<file path="config.mk">
export PLATFORM = sky130hd
export DESIGN_NAME = spm_pad_mux
export DESIGN_NICKNAME = d
export VERILOG_FILES = /design/src/pkg/spm_pkg.sv /design/src/logic/spm_pad_mux.sv
export SDC_FILE = /design/constraint.sdc
export NUM_CORES = 1
export LEC_CHECK = 0
export BUFFER_PORTS_ARGS = -buffer_cell sky130_fd_sc_hd__buf_2
export CAP_MARGIN = 10
export CORE_ASPECT_RATIO = 0.9
export CORE_MARGIN = 2
export CORE_UTILIZATION = 30
export CTS_CLUSTER_SIZE = 20
export DETAILED_ROUTE_END_ITERATION = 10
export GPL_TIMING_DRIVEN = 1
export PLACE_DENSITY = 0.84
export SLEW_MARGIN = 30
export SYNTH_ARGS = -nofsm -noshare
export SYNTH_HDL_FRONTEND = slang
export SYNTH_SLANG_ARGS = --single-unit
</file>
<file path="constraint.sdc">
create_clock -name mclk -period 0.9 [get_ports mclk]
set_input_delay 0.18 -clock mclk [delete_from_list [all_inputs] [get_ports mclk]]
set_output_delay 0.18 -clock mclk [all_outputs]
set_load 0.02 [all_outputs]
</file>
<file path="src/pkg/spm_pkg.sv">
// package: constants for the serial port pad multiplexer
package spm_pkg;
   localparam int SPM_PE_SCLK_BIT = 4;
   localparam int SPM_PE_MOSI_BIT = 5;
   localparam int SPM_PE_MISO_BIT = 6;
   localparam int SPM_PE_SS_BIT = 7;
   localparam int SPM_PC_PHA_BIT = 0;
   localparam logic [7:0] SPM_PE_PUR_RST = 8'hF0;
   localparam logic [7:0] SPM_PC_PUR_RST = 8'hFF;
   localparam logic [7:0] SPM_PE_GPS_RST = 8'h00;
   localparam logic SPM_PHA_ALT_RST = 1'b0;
   localparam logic SPM_TMR_SEL_RST = 1'b0;
   localparam logic SPM_CFGD_RST = 1'b0;
   // shared phase-a pad function
   typedef enum logic [1:0] {SPM_FN_NONE, SPM_FN_PHASE, SPM_FN_TIMER, SPM_FN_SCLK} spm_fn_t;
endpackage

</file>
<file path="src/logic/spm_pad_mux.sv">
// module: pad multiplexing and pull-up control for the serial port pins
`timescale 1ns/1ps
module spm_pad_mux
   import spm_pkg::*;
#(
   parameter bit LARGE_VARIANT = 1'b1
) (
   // clock and reset
   input wire logic mclk,
   input wire logic rstn,
   // software writes: gpio select (1 = gpio), pull-up enables and shared pad selects
   input wire logic cfg_we,
   input wire logic [7:0] cfg_port_e_gpio_sel,
   input wire logic pur_e_we,
   input wire logic [7:0] port_e_pullup_enable,
   input wire logic pur_c_we,
   input wire logic [7:0] port_c_pullup_enable,
   input wire logic alt_we,
   input wire logic phase_a_alternate_select,
   input wire logic tmr_sel_we,
   input wire logic tmr_sel,
   // port e gpio logic, bits 4..7
   input wire logic [3:0] gpio_e_oe,
   input wire logic [3:0] gpio_e_out,
   output logic [3:0] gpio_e_in,
   // port c gpio bit 0
   input wire logic gpio_c0_oe,
   input wire logic gpio_c0_out,
   output logic gpio_c0_in,
   // serial controller 0
   input wire logic spi0_master,
   input wire logic spi0_sclk_out,
   input wire logic spi0_mosi_out,
   input wire logic spi0_miso_out,
   output logic spi0_sclk_in,
   output logic spi0_mosi_in,
   output logic spi0_miso_in,
   output logic spi0_selected,
   // serial controller 1 clock
   input wire logic spi1_master,
   input wire logic spi1_sclk_out,
   output logic spi1_sclk_in,
   // quadrature and timer side of the shared pad
   output logic decoder1_phase_a,
   input wire logic timer_b_channel0_oe,
   input wire logic timer_b_channel0_out,
   output logic timer_b_channel0_in,
   // port0 pads
   input wire logic port0_serial_clock_i,
   output logic port0_serial_clock_o,
   output logic port0_serial_clock_oe,
   output logic port0_serial_clock_pu,
   input wire logic port0_master_out_i,
   output logic port0_master_out_o,
   output logic port0_master_out_oe,
   output logic port0_master_out_pu,
   input wire logic port0_master_in_i,
   output logic port0_master_in_o,
   output logic port0_master_in_oe,
   output logic port0_master_in_pu,
   input wire logic port0_slave_select_n_i,
   output logic port0_slave_select_n_o,
   output logic port0_slave_select_n_oe,
   output logic port0_slave_select_n_pu,
   // shared phase-a pad
   input wire logic port_c_bit0_i,
   output logic port_c_bit0_o,
   output logic port_c_bit0_oe,
   output logic port_c_bit0_pu,
   // current function of the shared pad
   output spm_fn_t pha_fn
);
   // gpio select of the four port0 pads, 1 = gpio, bit 0 = clock .. bit 3 = select
   logic [3:0] gsel_r;
   logic [3:0] gsel_nxt;
   // pull-up enables of the four port0 pads, same bit order
   logic [3:0] pue_r;
   logic [3:0] pue_nxt;
   // pull-up enable of the shared phase-a pad
   logic puc_r;
   logic puc_nxt;
   // shared pad selects; cfgd_r records that software has picked a function
   logic alt_r;
   logic alt_nxt;
   logic tsel_r;
   logic tsel_nxt;
   logic cfgd_r;
   logic cfgd_nxt;
   // serial roles of the port0 pads
   logic sclk_serial;
   logic mosi_serial;
   logic miso_serial;
   logic ss_serial;
   logic spi0_slave;

   // gpio select group
   always_comb begin
      gsel_nxt = gsel_r;
      if (cfg_we) begin
         gsel_nxt = cfg_port_e_gpio_sel[SPM_PE_SS_BIT:SPM_PE_SCLK_BIT];
      end
   end

   always_ff @(posedge mclk or negedge rstn) begin
      if (!rstn) begin
         gsel_r <= SPM_PE_GPS_RST[SPM_PE_SS_BIT:SPM_PE_SCLK_BIT];
      end else begin
         gsel_r <= gsel_nxt;
      end
   end

   // port e pull-up group; a cleared bit turns that pad's pull-up off
   always_comb begin
      pue_nxt = pue_r;
      if (pur_e_we) begin
         pue_nxt = port_e_pullup_enable[SPM_PE_SS_BIT:SPM_PE_SCLK_BIT];
      end
   end

   always_ff @(posedge mclk or negedge rstn) begin
      if (!rstn) begin
         pue_r <= SPM_PE_PUR_RST[SPM_PE_SS_BIT:SPM_PE_SCLK_BIT];
      end else begin
         pue_r <= pue_nxt;
      end
   end

   // port c pull-up group, shared pad only
   always_comb begin
      puc_nxt = puc_r;
      if (pur_c_we) begin
         puc_nxt = port_c_pullup_enable[SPM_PC_PHA_BIT];
      end
   end

   always_ff @(posedge mclk or negedge rstn) begin
      if (!rstn) begin
         puc_r <= SPM_PC_PUR_RST[SPM_PC_PHA_BIT];
      end else begin
         puc_r <= puc_nxt;
      end
   end

   // shared pad select group; a write to either select marks the pad as configured
   always_comb begin
      alt_nxt = alt_r;
      tsel_nxt = tsel_r;
      cfgd_nxt = cfgd_r;
      if (alt_we) begin
         alt_nxt = phase_a_alternate_select;
         cfgd_nxt = 1'b1;
      end
      if (tmr_sel_we) begin
         tsel_nxt = tmr_sel;
         cfgd_nxt = 1'b1;
      end
   end

   always_ff @(posedge mclk or negedge rstn) begin
      if (!rstn) begin
         alt_r <= SPM_PHA_ALT_RST;
         tsel_r <= SPM_TMR_SEL_RST;
         cfgd_r <= SPM_CFGD_RST;
      end else begin
         alt_r <= alt_nxt;
         tsel_r <= tsel_nxt;
         cfgd_r <= cfgd_nxt;
      end
   end

   // role decode: a pad serves the serial controller while its gpio select is clear
   always_comb begin
      sclk_serial = !gsel_r[0];
      mosi_serial = !gsel_r[1];
      miso_serial = !gsel_r[2];
      ss_serial = !gsel_r[3];
      spi0_slave = !spi0_master;
   end

   // shared pad function; timing of data vs clock is the controller's job
   always_comb begin
      if (alt_r) begin
         pha_fn = SPM_FN_SCLK;
      end else if (tsel_r) begin
         pha_fn = SPM_FN_TIMER;
      end else if (LARGE_VARIANT || cfgd_r) begin
         pha_fn = SPM_FN_PHASE;
      end else begin
         pha_fn = SPM_FN_NONE;
      end
   end

   // pull-ups follow their enable bits whatever the pad's function
   always_comb begin
      port0_serial_clock_pu = pue_r[0];
      port0_master_out_pu = pue_r[1];
      port0_master_in_pu = pue_r[2];
      port0_slave_select_n_pu = pue_r[3];
   end

   // pad levels toward the controller; a pad in gpio use reads as 0 so that
   // a stray level on it cannot start a transfer
   always_comb begin
      gpio_e_in = {port0_slave_select_n_i, port0_master_in_i, port0_master_out_i, port0_serial_clock_i};
      spi0_sclk_in = sclk_serial ? port0_serial_clock_i : 1'b0;
      spi0_mosi_in = mosi_serial ? port0_master_out_i : 1'b0;
      spi0_miso_in = miso_serial ? port0_master_in_i : 1'b0;
      spi0_selected = ss_serial && spi0_slave && !port0_slave_select_n_i;
   end

   // clock pad: driven by a master, an input to a slave
   always_comb begin
      if (sclk_serial) begin
         port0_serial_clock_oe = spi0_master;
         port0_serial_clock_o = spi0_sclk_out;
      end else begin
         port0_serial_clock_oe = gpio_e_oe[0];
         port0_serial_clock_o = gpio_e_out[0];
      end
   end

   // master-out pad: data passes straight through so the controller's half-period lead is kept
   always_comb begin
      if (mosi_serial) begin
         port0_master_out_oe = spi0_master;
         port0_master_out_o = spi0_mosi_out;
      end else begin
         port0_master_out_oe = gpio_e_oe[1];
         port0_master_out_o = gpio_e_out[1];
      end
   end

   // master-in pad: in serial use driven only by a selected slave, otherwise left undriven
   // so that another selected slave can own the line
   always_comb begin
      if (miso_serial) begin
         port0_master_in_oe = spi0_selected;
         port0_master_in_o = spi0_miso_out;
      end else begin
         port0_master_in_oe = gpio_e_oe[2];
         port0_master_in_o = gpio_e_out[2];
      end
   end

   // select pad: always an input in serial use
   always_comb begin
      if (ss_serial) begin
         port0_slave_select_n_oe = 1'b0;
         port0_slave_select_n_o = 1'b0;
      end else begin
         port0_slave_select_n_oe = gpio_e_oe[3];
         port0_slave_select_n_o = gpio_e_out[3];
      end
   end

   // shared pad inputs: gpio always sees the pad, the other consumers only while they own it
   always_comb begin
      gpio_c0_in = port_c_bit0_i;
      decoder1_phase_a = (pha_fn == SPM_FN_PHASE) ? port_c_bit0_i : 1'b0;
      timer_b_channel0_in = (pha_fn == SPM_FN_TIMER) ? port_c_bit0_i : 1'b0;
      spi1_sclk_in = (pha_fn == SPM_FN_SCLK) ? port_c_bit0_i : 1'b0;
   end

   // shared pad drive and pull-up
   always_comb begin
      port_c_bit0_pu = puc_r;
      case (pha_fn)
         SPM_FN_SCLK: begin
            port_c_bit0_oe = spi1_master;
            port_c_bit0_o = spi1_sclk_out;
         end
         SPM_FN_TIMER: begin
            port_c_bit0_oe = timer_b_channel0_oe;
            port_c_bit0_o = timer_b_channel0_out;
         end
         SPM_FN_PHASE: begin
            // the phase input never drives the pad
            port_c_bit0_oe = 1'b0;
            port_c_bit0_o = 1'b0;
         end
         default: begin
            port_c_bit0_oe = gpio_c0_oe;
            port_c_bit0_o = gpio_c0_out;
         end
      endcase
   end
endmodule

</file>
After elaboration in Yosys (flattened, before gate mapping)
Cells that the tools add are included.
{ "op_classes": {"n_eq_ne": 3, "mux": 18, "n_reduce_logical": 5} }
{ "ops": {"columns": ["operator", "n"], "rows": [
  ["two-way mux 1 bit", 14],
  ["one-hot mux 1 bit (3 select lines)", 2],
  ["equality test 2 bit (second input constant)", 2],
  ["two-way mux 2 bit", 2],
  ["logical NOT 1 bit", 3],
  ["equality test 2 x 1 -> 1 bit (second input constant)", 1],
  ["logical AND 1 bit", 2]
]} }
{ "totals": {"ff_bits": 11, "input_bits": 56, "output_inout_bits": 29, "word_cells": 31} }

Logic depth before layout (Yosys ltp)
Gate-level depths: netlist of run 1.
{ "logic_depth": {"ltp_word": 4, "depth_mapped": 3, "mapped_depth_nobuf": 2} }

Least setup slack after synthesis of run 1
No wires, ideal clock.
{ "synth_path": {"kind": "register -> output", "from": "register gsel_r[3]", "to": "output port port0_master_in_oe", "arrival_ns": 1.034, "t_required_ns": 0.720, "slack_ns": -0.314, "stages_incl_launch_ff": 3, "n_path_buf": 0, "cell_sequence": "dfrtp_1 -> nor3_2 -> mux2_2"} }
{ "synth_via": {"elab_chain_cells": 4} }
{ "synth_lines": {"columns": ["element", "line_no", "source"], "rows": [
  ["start: declaration", "spm_pad_mux.sv:74", "logic [3:0] gsel_r;"],
  ["start signal: assignment", "spm_pad_mux.sv:106", "gsel_r <= SPM_PE_GPS_RST[SPM_PE_SS_BIT:SPM_PE_SCLK_BIT];"],
  ["start signal: assignment", "spm_pad_mux.sv:108", "gsel_r <= gsel_nxt;"],
  ["logical NOT 1 bit", "spm_pad_mux.sv:176", "ss_serial = !gsel_r[3];"],
  ["logical AND 1 bit (2 in a row)", "spm_pad_mux.sv:208", "spi0_selected = ss_serial && spi0_slave && !port0_slave_select_n_i;"],
  ["named net spi0_selected", "spm_pad_mux.sv:38", "output logic spi0_selected,"],
  ["two-way mux 1 bit", "spm_pad_mux.sv:236", "if (miso_serial) begin"],
  ["end: declaration", "spm_pad_mux.sv:59", "output logic port0_master_in_oe,"]
]} }
The timed path passes the listed nets, and every way through them passes these cells.

Worst setup path after layout of run 1
{ "layout_path": {"from": "register gsel_r[3]", "to": "output port port0_master_in_oe"} }
{ "layout_via": {"elab_chain_cells": 4} }
{ "layout_lines": {"columns": ["element", "line_no"], "rows": [
  ["logical NOT 1 bit", "spm_pad_mux.sv:176"],
  ["logical AND 1 bit (2 in a row)", "spm_pad_mux.sv:208"],
  ["two-way mux 1 bit", "spm_pad_mux.sv:236"]
]} }
No other way between the ends.

==> results of run 1 <==
==> repair_timing <==
item                                    4_1_cts  5_1_grt
gates cloned                                  0        0
hold buffers                                  1        0
buffers inserted                              3        1
endpoints found under the hold margin         6        0
endpoints found under the setup margin       27       27
resized for setup                            53        9
pin swaps                                     0        2
==> cells by family (layout without fill, tap and decap cells) <==
logic type             Yosys count  count (layout)  synth area share (%)
AOI/OAI and AO/OA                2               2                  1.62
DFF                             11              11                  45.6
buffers and inverters            6              80                  6.90
and+or+nand+nor                 15              15                  14.8
muxes                           17              17                  31.0
==> final timing paths <==
path / startpoint / endpoint / cells past startpoint
min: port_e_pullup_enable[5] / pue_r[1] / 2
min in group asynchronous: rstn / gsel_r[2] / 2
min reg2reg: port_c_bit0_pu / port_c_bit0_pu / 1
max in group asynchronous: rstn / port_c_bit0_pu / 2
max: gsel_r[3] / port0_master_in_oe / 3
max reg2reg: alt_r / alt_r / 3
==> report_power, final <==
part | total [W] | switching [W] | internal [W]
Clock | 0.000326 | 0.000155 | 0.000171
Sequential | 0.000629 | 0.0000655 | 0.000563
Combinational | 0.000772 | 0.000327 | 0.000445
==> layout make-up <==
cell class              count  area share, %
flip-flops and latches     11           21.9
repair buffers             76           43.6
well taps                  25           2.41
clock buffers               4           2.02
multi-input cells          34           30.1
==> state kept, by name (all words and copies together), names as in the netlist <==
register	count
tsel_r	1
port_c_bit0_pu	1
alt_r	1
pue_r	4
gsel_r	4
==> synthesized netlist by cell type <==
cell | instances | share of area, %
nor2b_1 | 3 | 3.0
nor3b_1 | 1 | 1.2
buf_2 | 1 | 0.81
or2_1 | 1 | 1.0
o21ai_1 | 2 | 1.6
dfrtp_1 | 6 | 24
and2_1 | 3 | 3.0
buf_4 | 5 | 6.1
mux2_1 | 9 | 16
mux2_2 | 8 | 15
nand2_1 | 4 | 2.4
dfstp_2 | 5 | 21
nand2b_1 | 1 | 1.0
nor3_2 | 1 | 1.6
and3b_1 | 1 | 1.4
==> routing by layer <==
| layer | vias up | track usage (%) | wire length (um) |
|---|---|---|---|
| li1 | 319 | - | - |
| met5 | - | 0 | 0 |
| met3 | 2 | 6.37 | 138 |
| met4 | 0 | 5.79 | 25 |
| met2 | 36 | 37.4 | 1280 |
| met1 | 310 | 14.9 | 695 |
==> worst max-delay path, cell delays in order, from the launching register on <==
cell     delay, ns
dfrtp_1       0.43
nor3_4        0.18
mux2_4        0.19
buf_6         0.11
==> per-stage QoR <==
step	utilization (%)	cells	power [W]	hold WS, ns	TNS [ns]
after floorplan	-	51	0.000965	-0.116	-0.416
after global placement	53.9	141	0.00117	0.0600	-1.92
after detailed placement	53.9	141	0.00119	0.0650	-2.28
after CTS	65.2	149	0.00170	0.126	-8.61
after global routing	67.2	150	0.00182	0.121	-9.87
final	67.2	150	0.00173	0.136	-8.60
==> summary.md, run 1 <==
| Metric | Value |
|---|---|
| Status | finished, violations left |
| Failing checks | negative setup slack |
| Power per cell area | 1330 nW/um^2 |
| CTS Buf Count | 3 |
| Routed len/inst | 14.3 um |
| # rows | 15 |
| Maximum VDD drop | 1.15 mV |
| Final net count | roughly 180 |
| Clk slew on worst S/H paths | 0.07 ns |
| Clk sinks | 11 |
| Clk root buf | clkbuf_4 |
| Worst-skew pair later-pin latency | 0.26 ns |
| Via/cell ratio | 4.45 |
| Final setup viols | 27 |
| Vias | 667 |
| Cell Area, Synth | 617 um^2 |
| Average size of a mapped cell | 12.1 um^2 |
| Final worst slack | -0.448 ns |
| GRT Util Overall | about 17% |
| ANT cells | 0 |
| Sequential Area | approximately 280 um^2 |
| Commonest non-fill, non-tap cell in the layout | buf_2 |
| Fmax | 0.742 GHz |
| Yosys warning total | 0 |
| Design area | 1300 um^2 |
| Total grt overflow | 0 |
| Hold Crit Class | in2reg |
| Detailed Route Iter0 Violations | 6 |
| DRC violations left | 0 |
| Filler cells | 144 |
| Vias in the first global route | 701 |
| Maximum number of pins on one net before global-route repair | 12 |
| Antenna Nets Post-Route | 0 |
| Multi-input gate area | just under 400 um^2 |
| First-pass GRT wire length | 2960 um |
| Fin. Hold Viols | 0 |
| Synthesized Nets | 107 |
| Most frequent cells in the layout | buf_2, buf_6, mux2_4 |
| Count of different cell masters after synthesis | 15 |
| Final wirelength | 2140 um |
| FF+latch count, synth | 11 |
| Initial core utilization | 31.9% |
| Die H | 47.0 um |
| Share of layout cells above drive strength 1 | 88.8% |
| Placer Congestion | 0.560 |
| Post-Syn Instances | 51 |
| Area delta synth->final | 111% |
| Die W | 51.8 um |
| MaxCap Viol Count | 0 |
| CTS Buffer Depth | 2 |
| Leak Pwr | 0.665 nW |
| Crit end category | output pin |
| CTS tree | done |
| Slew @ Worst Pin | 0.249 ns |
| Arr. time, crit path | 1.17 ns |
| CP max FO | 3 |
| Minimum clock period | 1.35 ns |
| Slew HR | between 80% and 90% |
| Detailed Routing Iterations Pass 1 | 3 |
| Worst Skew | 0 ns |
| Initial antenna violation count | 0 |
| Period utilization | 150% |
| I/O pin count | 85 |
| Reg2reg setup slack | -0.20 ns |
| H-tree depth | 1 |
| RSZ-0062 raised after global routing | true |
| Worst EP required | a little over 0.7 ns |
| Critical Path Start Type | register |
| Worst Setup Slack post-DPL | -0.233 ns |
| I/O Buffers | 67 |
| Critical path class | reg2out |
| Placed cell area | 1040 um^2 |
| Area of the die | 2440 um^2 |
| Sequential fraction of the synthesis area | 45.6% |
| Slew Limit Fails | 0 |
| Core area | 1930 um^2 |
| Post-detail-place hpwl | 1450 um |
No activity file was read; power rests on OpenSTA's default activity.
==> run 2, diff against run 1 <==
--- a/config.mk
+++ b/config.mk
@@ -7,13 +7,15 @@
 export LEC_CHECK = 0
 export BUFFER_PORTS_ARGS = -buffer_cell sky130_fd_sc_hd__buf_2
 export CAP_MARGIN = 10
+export CELL_PAD_IN_SITES_DETAIL_PLACEMENT = 0
+export CELL_PAD_IN_SITES_GLOBAL_PLACEMENT = 1
 export CORE_ASPECT_RATIO = 0.9
 export CORE_MARGIN = 2
-export CORE_UTILIZATION = 30
+export CORE_UTILIZATION = 19
 export CTS_CLUSTER_SIZE = 20
 export DETAILED_ROUTE_END_ITERATION = 10
 export GPL_TIMING_DRIVEN = 1
-export PLACE_DENSITY = 0.84
+export PLACE_DENSITY = 0.83
 export SLEW_MARGIN = 30
 export SYNTH_ARGS = -nofsm -noshare
 export SYNTH_HDL_FRONTEND = slang
==> run 2 against run 1 <==
Compared with the run above: the flow still finishes with violations (negative setup slack); fmax down 0.50%; hold slack got worse by 0.00075 ns; final cell count up 11%; critical path depth did not move; die area rose by 53%; largest cell class unchanged; non-clock buffer count down 1.
==> summary.md, run 2 (synthesis gave the netlist of run 1 again) <==
| Metric | Value |
|---|---|
| Final Non-Filler Cells | 166 (+11%) |
| Clk sinks | 11 (unchanged) |
| Status | finished, violations left |
| Arr. time, crit path | 1.17 ns (about the same) |
| Vias in the first global route | 736 (+5.0%) |
| Die H | 58.1 um (+23%) |
| Worst-path cell chain | buf_12 > nor3b_4 > buf_6 |
| Crit end category | output pin |
| Worst-skew pair later-pin latency | 0.26 ns (about the same) |
| Worst Setup Slack post-DPL | -0.303 ns (-0.0701 ns) |
| CP max-delay cell | dfrtp_2 |
| Most frequent cells in the layout | buf_2, buf_6, mux2_4 |
| Area delta synth->final | 116% |
| CTS Buf Count | 3 (unchanged) |
| Crit-path max cell delay | 0.45 ns (+0.02 ns) |
| RSZ-0062 raised after global routing | true |
| Post-detail-place hpwl | 1500 um (+3.7%) |
| Slew HR | 82.9% (-0.50 points) |
| Detailed Routing Iterations Pass 1 | 1 (-2) |
| Delay-heaviest family, CP | flip-flops |
| First-pass GRT wire length | 3150 um (+6.3%) |
| Initial core utilization | 20.1% (-12 points) |
| Area of the die | 3720 um^2 (+53%) |
| # rows | 19 (+4) |
| Slew Limit Fails | 0 (unchanged) |
| WL met3 | 176 um (+28%) |
| Clk slew on worst S/H paths | 0.08 ns (about the same) |
| Power per cell area | 1310 nW/um^2 (-1.2%) |
| Final net count | 181 (-0.55%) |
| Critical Path Start Type | register |
| Leak Pwr | 0.671 nW (+0.87%) |
| Multi-input gate area | 394 um^2 (+0.96%) |
| Worst Skew | 0 ns (unchanged) |
| DRC violations left | 0 (unchanged) |
| Final worst slack | -0.455 ns (-0.00674 ns) |
| CTS tree | done |
| Filler cells | 302 (+110%) |
| Commonest non-fill, non-tap cell in the layout | buf_2 |
| Critical path class | reg2out |
| Share of layout cells above drive strength 1 | 88.7% (-0.090 points) |
| ANT cells | 0 (unchanged) |
| GRT Util Overall | 11.0% (-6.4 points) |
| Maximum VDD drop | 0.449 mV (-61%) |
| Die W | 64.1 um (+24%) |
| Maximum number of pins on one net before global-route repair | 12 (unchanged) |
| MaxCap Viol Count | 0 (unchanged) |
| Vias | 677 (+1.5%) |
| Met2 wire length | 1100 um (-14%) |
| Total grt overflow | 0 (unchanged) |
| Total placed cells including tap cells | 155 (+9.9%) |
| Placed cell area | 1040 um^2 (-0.12%) |
| Sequential Area | 285 um^2 (+0.44%) |
| Initial antenna violation count | 0 (unchanged) |
| Final setup viols | 29 (+7.4%) |
| H-tree depth | 1 (unchanged) |
| I/O pin count | 85 (unchanged) |
| Detailed Route Iter0 Violations | 0 (-6) |
| Routed len/inst | 12.0 um (-16%) |
| CTS Buffer Depth | 2 (unchanged) |
| Worst EP required | 0.72 ns (about the same) |
| Core area | 3070 um^2 (+59%) |
| Antenna Nets Post-Route | 0 (unchanged) |
| Final wirelength | 1990 um (-7.1%) |
| Minimum clock period | 1.35 ns (+0.00674 ns) |
| Placer Congestion | 0.637 (+14%) |
| Fmax | 0.738 GHz (-0.50%) |
| M1 WL | 715 um (+2.9%) |
| Fin. Hold Viols | 0 (unchanged) |
| Hold Crit Class | in2reg |
| Highest routed layer | met3 |
| I/O Buffers | 67 (unchanged) |
| Worst path bufs/invs | 2 (+1) |
| Design area | 1330 um^2 (+2.4%) |
| Slew @ Worst Pin | 0.257 ns (+0.00757 ns) |
| Via/cell ratio | 4.08 (-8.3%) |
| Clk root buf | clkbuf_4 |
| Period utilization | 151% (+0.75 points) |
| CP max FO | 4 (+1) |
| Failing checks | negative setup slack |
| Regs by FF count | gsel_r: 4 flops, pue_r: 4 flops |
[run 2: stage by stage]
step / power (W) / utilization (%) / hold slack, ns / setup TNS [ns]
final: 0.00175 / 43.4 / 0.135 / -8.62
after global routing: 0.00185 / 43.4 / 0.126 / -9.87
after CTS: 0.00175 / 42.3 / 0.125 / -9.05
after detailed placement: 0.00117 / 33.9 / 0.0671 / -2.88
after global placement: 0.00116 / 33.9 / 0.0655 / -2.53
after floorplan: 0.000965 / - / -0.116 / -0.416
[run 2: repair_timing]
action,in CTS,in global routing
gates cloned,0,0
hold buffers,1,0
endpoints found under the hold margin,6,0
resized for setup,54,11
buffers inserted,6,1
pin swaps,0,2
endpoints found under the setup margin,26,29
[run 2: path summary, 6_finish.rpt]
kind / from / end / slack, ns / depth (start not counted)
hold reg to reg: port_c_bit0_pu / port_c_bit0_pu / 0.63 / 1
setup / recovery: alt_r / decoder1_phase_a / -0.45 / 3
setup reg to reg: gsel_r[3] / gsel_r[3] / -0.12 / 3
min in group asynchronous: rstn / gsel_r[0] / 0.30 / 2
max in group asynchronous: rstn / pue_r[2] / 0.33 / 2
hold / removal: port_e_pullup_enable[5] / pue_r[1] / 0.13 / 2
[run 2: layout make-up]
| class | instances | share of cell area (%) |
|---|---|---|
| Timing Repair Buffer | 75 | 43.0 |
| Sequential cell | 11 | 21.4 |
| Multi-Input combinational cell | 34 | 29.6 |
| Clock buffer | 4 | 1.98 |
| Tap cell | 42 | 3.95 |
[run 2: per-layer routing]
layer	up-vias	track usage, %
met2	41	22.2
met5	-	0
met1	316	10.8
met3	0	2.72
li1	320	-
met4	0	3.73
[run 2: report_power, final]
| group | switching, W | internal, W |
|---|---|---|
| combinational | 0.000321 | 0.000454 |
| sequential | 0.0000618 | 0.000564 |
| clock | 0.000175 | 0.000171 |
